## config.mk

```make
export PLATFORM = sky130hd
export DESIGN_NAME = pgt_trigger_ctrl
export DESIGN_NICKNAME = d
export VERILOG_FILES = /design/src/include/pgt_pkg.sv /design/src/design/pgt_trigger_ctrl.sv
export VERILOG_INCLUDE_DIRS = /design/src /design/src/include
export SDC_FILE = /design/constraint.sdc
export NUM_CORES = 1
export LEC_CHECK = 0
export ABC_AREA = 1
export BUFFER_PORTS_ARGS = -buffer_cell sky130_fd_sc_hd__buf_2
export CAP_MARGIN = 20
export CELL_PAD_IN_SITES_DETAIL_PLACEMENT = 0
export CELL_PAD_IN_SITES_GLOBAL_PLACEMENT = 1
export CORE_ASPECT_RATIO = 1.1
export CORE_MARGIN = 1.5
export CORE_UTILIZATION = 46
export CTS_BUF_LIST = sky130_fd_sc_hd__clkbuf_16
export DETAILED_ROUTE_END_ITERATION = 6
export PLACE_DENSITY_LB_ADDON = 0.3
export REMOVE_ABC_BUFFERS = 1
export SLEW_MARGIN = 20
export SYNTH_ARGS = -nofsm -noshare
export SYNTH_HDL_FRONTEND = slang
export SYNTH_SLANG_ARGS = --single-unit
```

## constraint.sdc

```tcl
create_clock -name core_clk -period 2.7 [get_ports core_clk]
set_input_delay 0.54 -clock core_clk [delete_from_list [all_inputs] [get_ports core_clk]]
set_output_delay 0.54 -clock core_clk [all_outputs]
set_load 0.02 [all_outputs]
```

## src/include/pgt_regs.svh

```systemverilog
// Purpose: Register offsets, fields, reset values and timing counts of the pulse generator trigger control
// Assumes: Classic Wishbone, 32-bit data, one register per aligned word
// Notes:   Definitions only
`ifndef PGT_REGS_SVH
`define PGT_REGS_SVH

// ****************************************
// Register byte offsets
// ****************************************
`define PGT_OFS_CTRL0     8'h00
`define PGT_OFS_CTRL1     8'h04
`define PGT_OFS_INCR      8'h08
`define PGT_OFS_PRA       8'h0C
`define PGT_OFS_PRB       8'h10
`define PGT_OFS_APC       8'h14
`define PGT_OFS_APD       8'h18
`define PGT_OFS_HIBITS    8'h1C
`define PGT_OFS_LIMIT     8'h20
`define PGT_OFS_STATUS    8'h24
`define PGT_OFS_OPTS      8'h28

// ****************************************
// Field positions
// ****************************************
`define PGT_C0_SWTRIG     7
`define PGT_C0_RSTEN      6
`define PGT_C0_STOPEN     5
`define PGT_C0_RELSEL     4
`define PGT_C0_SYNC       3
`define PGT_C0_CNTCLK     2
`define PGT_C0_EDGEMODE   1
`define PGT_C0_ALTREL     0
`define PGT_C1_SRC        7
`define PGT_C1_DLYCLK     6
`define PGT_INC_PERIOD    4
`define PGT_HI_D8         6
`define PGT_HI_B8         4
`define PGT_HI_C8         2
`define PGT_HI_A8         0
`define PGT_OPT_VALLEY    0

// ****************************************
// Reset values and counts
// ****************************************
`define PGT_RST_CTRL0     8'h00
`define PGT_RST_CTRL1     8'h80
`define PGT_RST_INCR      5'h00
`define PGT_INC_UNIMP     3'h7
`define PGT_DELAY_MAX     6'h30
`define PGT_INC_SHORT     5'h08
`define PGT_INC_LONG      5'h10
`define PGT_LIMIT_BASE    9'h100

`endif

```

## src/include/pgt_pkg.sv

```systemverilog
// Purpose: Types of the pulse generator trigger control
// Assumes: Used with package-qualified names only
// Notes:   Constants live in pgt_regs.svh
package pgt_pkg;

    typedef enum logic [2:0] {
        RUN_IDLE  = 3'b001,
        RUN_COUNT = 3'b010,
        RUN_DELAY = 3'b100
    } pgt_run_t;

    typedef struct packed {
        logic [7:0]  ctrl0;
        logic [7:0]  ctrl1;
        logic [4:0]  incr;
        logic [8:0]  preA;
        logic [8:0]  preB;
        logic [8:0]  apC;
        logic [8:0]  apD;
        logic [7:0]  limit;
        logic        valley;
        logic [1:0]  pinSync;
        logic [1:0]  c0Sync;
        logic [1:0]  c1Sync;
        logic [1:0]  c2Sync;
        logic [1:0]  c3Sync;
        logic        rawPrev;
        logic        c1Prev;
        logic        c2Prev;
        logic        c3Prev;
        logic        edgeArm;
        logic        dlyActive;
        logic [5:0]  dlyCnt;
        logic        dlyDiv;
        logic        cntDiv;
        logic        running;
        logic [8:0]  counter;
        logic [8:0]  limitCnt;
        logic        limitHalf;
        logic [4:0]  incTimer;
        logic        incFirst;
        logic        hwTrig;
        logic        pulse;
        logic        ack;
        logic [31:0] rdata;
    } pgt_state_t;

endpackage

```

## src/design/pgt_trigger_ctrl.sv

```systemverilog
// Purpose: Start, stop, trigger delay, reload and auto-increment control of a pulse generator
// Assumes: Comparator events and trigger pin are asynchronous; single 200 MHz clock
// Notes:   Output polarity and hardware approach sequencing are outside this block
//
// Implementation choices: register access over Wishbone and the address map.
`timescale 1ns/1ps
`include "pgt_regs.svh"

module pgt_trigger_ctrl #(
    parameter int CNT_W = 9                              // Counter and preload width
) (
    input  wire logic        core_clk,                   // System clock, 200 MHz
    input  wire logic        rst_n,                      // Asynchronous reset, active low
    input  wire logic        wb_cyc_i,                   // Wishbone cycle
    input  wire logic        wb_stb_i,                   // Wishbone strobe
    input  wire logic        wb_we_i,                    // Wishbone write enable
    input  wire logic [7:0]  wb_adr_i,                   // Wishbone byte address
    input  wire logic [3:0]  wb_sel_i,                   // Wishbone byte selects
    input  wire logic [31:0] wb_dat_i,                   // Wishbone write data
    output logic      [31:0] wb_dat_o,                   // Wishbone read data
    output logic             wb_ack_o,                   // Wishbone acknowledge
    input  wire logic        trigger_input_pin,          // External trigger pin
    input  wire logic        comparator0_output,         // Comparator 0 output
    input  wire logic        comparator1_event,          // Comparator 1 event
    input  wire logic        comparator2_event,          // Comparator 2 event
    input  wire logic        comparator3_event,          // Comparator 3 event
    input  wire logic        retrigger_active,           // Retrigger timer activity pulse
    output logic             delayed_hw_trigger,         // Delayed hardware trigger pulse
    output logic             pulse_out,                  // Generator running pulse
    output logic             width_limit_hit             // Pulse width limit reached pulse
);

    // Field positions and the 9-bit arithmetic below are fixed
    if (CNT_W != 9) begin : g_width_check
        $error("pgt_trigger_ctrl: only CNT_W of 9 is supported");
    end

    pgt_pkg::pgt_state_t s_reg;
    pgt_pkg::pgt_state_t s_next;

    logic       wbReq;
    logic       wbWr;
    logic       rawSel;
    logic       rawFall;
    logic       qualEdge;
    logic       c1Fall;
    logic       c2Fall;
    logic       c3Fall;
    logic       c3Stops;
    logic       eventStop;
    logic       swSet;
    logic       swClr;
    logic       startReq;
    logic       cntTick;
    logic       dlyTick;
    logic [5:0] dlyCode;
    logic [7:0] wrByte;

    assign wbReq  = wb_cyc_i && wb_stb_i && !s_reg.ack;
    assign wbWr   = wbReq && wb_we_i && wb_sel_i[0];
    assign wrByte = wb_dat_i[7:0];

    always_comb begin
        s_next = s_reg;
        // ****************************************
        // Input synchronisers and edge detection
        // ****************************************
        s_next.pinSync = {s_reg.pinSync[0], trigger_input_pin};
        s_next.c0Sync  = {s_reg.c0Sync[0], comparator0_output};
        s_next.c1Sync  = {s_reg.c1Sync[0], comparator1_event};
        s_next.c2Sync  = {s_reg.c2Sync[0], comparator2_event};
        s_next.c3Sync  = {s_reg.c3Sync[0], comparator3_event};
        rawSel = s_reg.ctrl1[`PGT_C1_SRC] ? s_reg.c0Sync[1] : s_reg.pinSync[1];
        s_next.rawPrev = rawSel;
        s_next.c1Prev  = s_reg.c1Sync[1];
        s_next.c2Prev  = s_reg.c2Sync[1];
        s_next.c3Prev  = s_reg.c3Sync[1];
        rawFall = s_reg.rawPrev && !rawSel;
        c1Fall  = s_reg.c1Prev && !s_reg.c1Sync[1];
        c2Fall  = s_reg.c2Prev && !s_reg.c2Sync[1];
        c3Fall  = s_reg.c3Prev && !s_reg.c3Sync[1];
        c3Stops = c3Fall && !s_reg.valley;

        // ****************************************
        // Trigger qualification and delay
        // ****************************************
        qualEdge = 1'b0;
        if (rawFall && !s_reg.dlyActive) begin
            if (s_reg.ctrl0[`PGT_C0_EDGEMODE]) begin
                qualEdge       = s_reg.edgeArm;
                s_next.edgeArm = !s_reg.edgeArm;
            end else begin
                qualEdge = 1'b1;
            end
        end
        dlyCode = (s_reg.ctrl1[5:0] >= `PGT_DELAY_MAX) ? `PGT_DELAY_MAX : s_reg.ctrl1[5:0];
        s_next.dlyDiv = !s_reg.dlyDiv;
        dlyTick = !s_reg.ctrl1[`PGT_C1_DLYCLK] || s_reg.dlyDiv;
        s_next.hwTrig = 1'b0;
        if (qualEdge) begin
            if (dlyCode == 6'h00) begin
                s_next.hwTrig = 1'b1;
            end else begin
                s_next.dlyActive = 1'b1;
                s_next.dlyCnt    = dlyCode;
            end
        end else if (s_reg.dlyActive && dlyTick) begin
            if (s_reg.dlyCnt == 6'h01) begin
                s_next.dlyActive = 1'b0;
                s_next.hwTrig    = 1'b1;
            end
            s_next.dlyCnt = s_reg.dlyCnt - 6'h01;
        end

        // ****************************************
        // Register writes
        // ****************************************
        swSet = 1'b0;
        swClr = 1'b0;
        if (wbWr) begin
            if (wb_adr_i == `PGT_OFS_CTRL0) begin
                s_next.ctrl0 = wrByte;
                swSet = wrByte[`PGT_C0_SWTRIG];
                swClr = !wrByte[`PGT_C0_SWTRIG];
            end else if (wb_adr_i == `PGT_OFS_CTRL1) begin
                s_next.ctrl1 = wrByte;
            end else if (wb_adr_i == `PGT_OFS_INCR) begin
                s_next.incr = wrByte[4:0];
            end else if (wb_adr_i == `PGT_OFS_PRA) begin
                s_next.preA[7:0] = wrByte;
            end else if (wb_adr_i == `PGT_OFS_PRB) begin
                s_next.preB[7:0] = wrByte;
            end else if (wb_adr_i == `PGT_OFS_APC) begin
                s_next.apC[7:0] = wrByte;
            end else if (wb_adr_i == `PGT_OFS_APD) begin
                s_next.apD[7:0] = wrByte;
            end else if (wb_adr_i == `PGT_OFS_HIBITS) begin
                s_next.preA[8] = wrByte[`PGT_HI_A8];
                s_next.apC[8]  = wrByte[`PGT_HI_C8];
                s_next.preB[8] = wrByte[`PGT_HI_B8];
                s_next.apD[8]  = wrByte[`PGT_HI_D8];
            end else if (wb_adr_i == `PGT_OFS_LIMIT) begin
                s_next.limit = wrByte;
            end else if (wb_adr_i == `PGT_OFS_OPTS) begin
                s_next.valley = wrByte[`PGT_OPT_VALLEY];
            end
        end

        // Hardware sets and clears win over same-cycle software writes
        if (s_reg.ctrl0[`PGT_C0_ALTREL] && c1Fall) begin
            s_next.ctrl0[`PGT_C0_RELSEL] = 1'b1;
        end
        if (c2Fall || (c3Fall && !s_reg.valley)) begin
            s_next.ctrl0[`PGT_C0_RSTEN] = 1'b0;
        end

        // ****************************************
        // Automatic preload A increment
        // ****************************************
        if (!s_reg.c1Sync[1] && s_reg.incr[3:0] != 4'h0) begin
            if (s_reg.incFirst || s_reg.incTimer == 5'h01) begin
                s_next.preA = s_reg.preA + {5'h00, s_reg.incr[3:0]};
                s_next.incTimer = s_reg.incr[`PGT_INC_PERIOD] ? `PGT_INC_LONG : `PGT_INC_SHORT;
            end else begin
                s_next.incTimer = s_reg.incTimer - 5'h01;
            end
            s_next.incFirst = 1'b0;
        end else begin
            s_next.incFirst = 1'b1;
            s_next.incTimer = 5'h00;
        end

        // ****************************************
        // Run control and counter
        // ****************************************
        eventStop = s_reg.ctrl0[`PGT_C0_STOPEN] && (c2Fall || c3Stops);
        startReq  = swSet || (s_reg.ctrl0[`PGT_C0_RSTEN] && (s_reg.hwTrig || retrigger_active));
        s_next.cntDiv = !s_reg.cntDiv;
        cntTick = !s_reg.ctrl0[`PGT_C0_CNTCLK] || s_reg.cntDiv;
        s_next.pulse = s_reg.running;
        s_next.limitHalf = 1'b0;
        if (s_reg.running) begin
            if (swClr || eventStop || s_reg.limitCnt == 9'h000) begin
                s_next.running = 1'b0;
                s_next.ctrl0[`PGT_C0_SWTRIG] = 1'b0;
                s_next.limitHalf = (s_reg.limitCnt == 9'h000);
            end else if (cntTick) begin
                if (s_reg.counter == 9'h1FF) begin
                    s_next.running = 1'b0;
                    s_next.ctrl0[`PGT_C0_SWTRIG] = 1'b0;
                end
                s_next.counter = s_reg.counter + 9'h001;
                // Every second counter tick: the limit runs at half the counter clock in both modes
                s_next.limitCnt = s_reg.limitCnt - {8'h00, s_reg.counter[0]};
            end
        end else begin
            s_next.counter  = s_next.ctrl0[`PGT_C0_RELSEL] ? s_reg.preB : s_reg.preA;
            s_next.limitCnt = `PGT_LIMIT_BASE - {1'b0, s_reg.limit};
            if (startReq && !eventStop) begin
                s_next.running = 1'b1;
                s_next.ctrl0[`PGT_C0_SWTRIG] = 1'b1;
                // Synchronised start ticks on the next edge; unsynchronised start keeps the divider phase
                if (s_next.ctrl0[`PGT_C0_SYNC]) begin
                    s_next.cntDiv = 1'b1;
                end
            end
        end

        // ****************************************
        // Wishbone read path
        // ****************************************
        s_next.ack   = wbReq;
        s_next.rdata = 32'h0000_0000;
        if (wbReq && !wb_we_i) begin
            if (wb_adr_i == `PGT_OFS_CTRL0) begin
                s_next.rdata[7:0] = s_reg.ctrl0;
            end else if (wb_adr_i == `PGT_OFS_CTRL1) begin
                s_next.rdata[7:0] = s_reg.ctrl1;
            end else if (wb_adr_i == `PGT_OFS_INCR) begin
                s_next.rdata[7:0] = {`PGT_INC_UNIMP, s_reg.incr};
            end else if (wb_adr_i == `PGT_OFS_PRA) begin
                s_next.rdata[7:0] = s_reg.preA[7:0];
            end else if (wb_adr_i == `PGT_OFS_PRB) begin
                s_next.rdata[7:0] = s_reg.preB[7:0];
            end else if (wb_adr_i == `PGT_OFS_APC) begin
                s_next.rdata[7:0] = s_reg.apC[7:0];
            end else if (wb_adr_i == `PGT_OFS_APD) begin
                s_next.rdata[7:0] = s_reg.apD[7:0];
            end else if (wb_adr_i == `PGT_OFS_HIBITS) begin
                s_next.rdata[7:0] = {1'b0, s_reg.apD[8], 1'b0, s_reg.preB[8],
                                     1'b0, s_reg.apC[8], 1'b0, s_reg.preA[8]};
            end else if (wb_adr_i == `PGT_OFS_LIMIT) begin
                s_next.rdata[7:0] = s_reg.limit;
            end else if (wb_adr_i == `PGT_OFS_STATUS) begin
                s_next.rdata[9:0] = {s_reg.running, s_reg.counter};
            end else if (wb_adr_i == `PGT_OFS_OPTS) begin
                s_next.rdata[0] = s_reg.valley;
            end
        end
    end

    always_ff @(posedge core_clk or negedge rst_n) begin
        if (!rst_n) begin
            s_reg       <= '0;
            s_reg.ctrl0 <= `PGT_RST_CTRL0;
            s_reg.ctrl1 <= `PGT_RST_CTRL1;
            s_reg.incr  <= `PGT_RST_INCR;
            s_reg.incFirst <= 1'b1;
        end else begin
            s_reg <= s_next;
        end
    end

    assign wb_dat_o           = s_reg.rdata;
    assign wb_ack_o           = s_reg.ack;
    assign delayed_hw_trigger = s_reg.hwTrig;
    assign pulse_out          = s_reg.pulse;
    assign width_limit_hit    = s_reg.limitHalf;

endmodule // pgt_trigger_ctrl

```

Word-level counts from Yosys, hierarchy flattened
Index checks and enable logic that the tools add are counted.
{"block": "totals", "register_bits": 129, "in_bits": 55, "output_inout_bits": 36}
{"block": "op_classes", "addsub": 6, "order_cmp": 1, "n_eq_ne": 16, "muxes": 94, "bitwise": 9, "n_reduce_logical": 62}
{"operator": "$mux W8", "n": 16}
{"operator": "$mux W66", "n": 1}
{"operator": "$mux W58", "n": 1}
{"operator": "$mux W9", "n": 6}
{"operator": "$mux W50", "n": 1}
{"operator": "$mux W45", "n": 1}
{"operator": "$mux W1", "n": 43}
{"operator": "$mux W19", "n": 2}
{"operator": "$mux W18", "n": 2}
{"operator": "$mux W36", "n": 1}
{"operator": "$eq A8 B5 Y1 const B", "n": 4}
{"operator": "$mux W27", "n": 1}
{"operator": "$eq A8 B6 Y1 const B", "n": 3}
{"operator": "$mux W7", "n": 3}
{"operator": "$mux W2", "n": 10}
{"operator": "$logic_and A1 B1 Y1", "n": 17}
{"operator": "$eq A8 B4 Y1 const B", "n": 2}
{"operator": "$logic_not A1 Y1", "n": 15}
{"operator": "$mux W5", "n": 3}
{"operator": "$mux W6", "n": 2}
{"operator": "$reduce_and A11 Y1", "n": 1}
{"operator": "$mux W10", "n": 1}
{"operator": "$reduce_and A10 Y1", "n": 1}
{"operator": "$reduce_and A2 Y1", "n": 5}
{"operator": "26 further kinds", "n": 46}

Longest topological paths before layout
{"block": "depth", "depth_word": 16, "mapped_depth": 11}

Worst setup path after synthesis
Ideal clock, no wire load.
{"block": "synth_path", "path_type": "input-to-reg", "start": "input wb_adr_i[5]", "end": "register s_reg[109] in the netlist's numbering", "setup_ns": 0.129, "arrival_ns": 1.617, "t_required_ns": 2.571, "setup_slack_ns": 0.954, "stages": 9, "n_path_buf": 1, "path_cell_list": "inv_1 > nand2_1 > nor2_4 > nand2_1 > inv_1 > nand2_1 > buf_2 > nand2_1 > o21ai_0"}
{"block": "synth_via", "elab_chain_len": 3, "elab_cells_between_ends": 12}
{"element": "start: declaration", "line": "pgt_trigger_ctrl.sv:17", "text": "input wire logic [7:0] wb_adr_i,"}
{"element": "$eq A8 B5 Y1 (no source line) (tied with other cells)"}
{"element": "$not A1 Y1 (no source line)"}
{"element": "$reduce_and A7 Y1 (no source line) *"}
{"element": "end signal: assignment", "line": "pgt_trigger_ctrl.sv:250", "text": "s_reg <= s_next;"}
{"element": "end: declaration", "line": "pgt_trigger_ctrl.sv:38", "text": "pgt_pkg::pgt_state_t s_reg;"}
Mark *: on every way between the ends. The rest lies on a longest branch, timed or not.
A chain may end at the register's enable or synchronous reset.

==> summary.md <==
| Metric | Value |
|---|---|
| Outcome | `completed` |
| Critical path required time | `3030 ps` |
| Fillcell total | `1,379` |
| Netlist cell types | `44` |
| Clock sinks | `129` |
| Hold Vio Cnt, Final | `0` |
| Utilization of the core after routing | `0.539` |
| Worst setup margin | `606 ps` |
| Max reg flops | `106` |
| Starting Density | `0.477` |
| FF+latch count, synth | `129` |
| Final setup fails | `0` |
| # IOs | `91` |
| Max-slew headroom | `0.639` |
| First-pass GRT wire length | `30,000 um` |
| Final cycle utilization of the critical path | `0.776` |
| Pwr dens | `641 mW/mm2` |
| R2R Setup Slk | `610 ps` |
| Area leader, netlist | `dfrtp_1` |
| Seq/Total Area, Yosys | `0.465` |
| Root Buffer | `clkbuf_16` |
| Leakage power | `3.85 nW` |
| Final ANT Viol Nets | `0` |
| Overall die width | `120 um` |
| WP data arrival | `2420 ps` |
| Max Fclk | `478 MHz` |
| Initial drt markers | `397` |
| Area growth, synth to finish | `13.0%` |
| Post-synth EDFFs | `0` |
| Startpoint types | `flip-flop` |
| Clock tree buffer depth | `2` |
| Most frequent cell after synthesis | `nand2_1` |
| Core Region | `0.0146 mm2` |
| Fin Setup TNS | `0 ps` |
| Die ar. | `0.0158 mm2` |
| Maximum vdd drop | `0.425 mV` |
| Initial antenna violation count | `0` |
| Worst r2r dst | `s_reg[129]$_DFF_PN0_` |
| Share of the synthesized area in the top cell type | `0.458` |
| Reg2reg start | `s_reg[121]$_DFF_PN0_` |
| Worst setup path class | `flip-flop to flip-flop` |
| Final total power | `0.00503 W` |
| FF-to-FF path depth | `11` |
| Rows | `46` |
| Max Slew Vio Count | `0` |
| Main synth FF type | `dfrtp_1` |
| GRT Util Overall | `0.246` |
| Pre-antenna DRT Iters | `5` |
| DP Wirelength | `13,500 um` |
| Worst Max-Slew Pin Slew | `539 ps` |
| DR WL/cell | `16.4 um` |
| Dpl cells | `1,094` |
| RSZ-0062 raised after global routing | `false` |
| Clk slew on worst S/H paths | `60 ps` |
| Placement Setup Slack | `301 ps` |
| Mean Syn Cell Area | `7.91 um2` |
| Crit path to | `s_reg[129]$_DFF_PN0_` |
| YS warnings | `0` |
| Most instantiated cells after synthesis | `nand2_1 (201), dfrtp_1 (127), o21ai_0 (108)` |
| Routed WL | `18,400 um` |
| Vias in the first global route | `5,735` |
| Routed vias | `5,946` |
| Mapped cell area | `0.00694 mm2` |
| Setup crit end kind | `flip-flop` |
| Synth Instances | `878` |
| Tmin final | `2090 ps` |
| Clock Skews | `6.93 ps` |
| Min-delay worst type | `input port to asynchronous set/reset pin` |
| Largest net degree at the start of global routing | `56` |
| PortBufs | `41` |
| DRC Markers | `0` |
| Max Cap Violations | `0` |
| Placer Congestion | `0.994` |
| TritonCTS clock tree | `built` |
| CTS Hold Buffers Added | `0` |
| Cts bufs inserted | `17` |
| Setup Fix Bufs, Post-CTS | `0` |
| Die Ht | `132 um` |
| Clk_lat worst skew | `430 ps` |
| H-tree depth | `4` |
| Non-filler cells, final | `1,125` |
| Post-CTS sizing | `0` |
| Crit path from | `s_reg[121]$_DFF_PN0_` |
| Final #Nets | `990` |
| Dominant cells by area after synthesis | `dfrtp_1 (46%), nand2_1 (11%), o21ai_0 (7.8%)` |
| Congestion Overflow GR | `0` |
| Critical path peak fanout | `4` |
| Fraction of registers with async set/reset | `1.00` |
| Share of cells above drive strength 1 | `0.115` |
| Inserted Diodes | `0` |
| Via density | `5.29` |
-- critical path: stages (launching register included) --
cell and delay [ps]:
dfrtp_1 430, ha_1 210, inv_1 60, fa_1 390
inv_1 70, a31oi_1 120, nor2_1 200, nand3_1 130
a21oi_1 150, o21ai_0 110, nand2_1 70, inv_1 40
-- logic make-up after synthesis --
| logic type | share of synthesized area |
|---|---|
| other cells | 0.000540 |
| fa+ha+maj | 0.0263 |
| simple gates | 0.235 |
| buf+inv | 0.105 |
| compound gates | 0.154 |
| flops | 0.465 |
| xor+xnor | 0.0126 |
-- metrics by stage --
step                      hold WS [ps]  cell area, um2
after floorplan                    244            6700
after global placement             333            7250
after detailed placement           335            7250
after CTS                         17.2            7840
after global routing              31.9            7840
final                             13.3            7840
-- area by class of cell --
type / instances / area [um2] / area share
Sequential cell: 129 / 3230 / 0.412
Clock buffer: 17 / 425 / 0.0542
Timing Repair Buffer: 52 / 315 / 0.0402
Multi-Input combinational cell: 612 / 3060 / 0.390
Inverter: 109 / 409 / 0.0522
Tap cell: 192 / 240 / 0.0306
Clock inverter: 14 / 165 / 0.0211
-- routing by layer --
layer,track usage,vias to the layer above,part of all wire
li1,-,2932,-
met1,0.337,2816,0.46
met2,0.380,161,0.47
met3,0.0471,37,0.042
met4,0.111,0,0.030
met5,0,-,0
-- worst min-delay path by stage --
stage                     slack, ps            startpoint                      endpoint
after floorplan                 240                 rst_n  delayed_hw_trigger$_DFF_PN0_
after global placement          330  s_next[84]$_DFF_PN0_           s_reg[84]$_DFF_PN0_
after detailed placement        330  s_next[80]$_DFF_PN0_          s_next[73]$_DFF_PN0_
after CTS                        20                 rst_n         s_reg[65]$_DFFE_PN0P_
after global routing             30                 rst_n         wb_dat_o[8]$_DFF_PN0_
final                            10                 rst_n           pulse_out$_DFF_PN0_
-- where the power goes --
group | total (W) | internal [W] | switching, W
Clock | 0.00231 | 0.00144 | 0.000872
Combinational | 0.000579 | 0.000192 | 0.000388
Sequential | 0.00214 | 0.00204 | 0.0000954
Total | 0.00503 | 0.00367 | 0.00136
-- placed cells by master (no fill, tap or decap), types with 3 or more instances in the layout --
cell,instances
nand2_1,201
dfrtp_1,127
o21ai_0,108
inv_1,107
nor2_1,62
a21oi_1,60
nand3_1,47
buf_2,40
conb_1,22
clkbuf_16,17
nand4_1,14
ha_1,13
buf_4,10
nor3_1,9
o211ai_1,9
o22ai_1,8
nor2_2,6
xor2_1,6
a31oi_1,5
nor4_1,5
xnor2_1,4
nand3_2,4
clkinv_1,4
nor2_4,3
or2_2,3
nand3b_1,3
clkinv_4,3
bufinv_16,3
No activity file was read; power rests on OpenSTA's default activity.
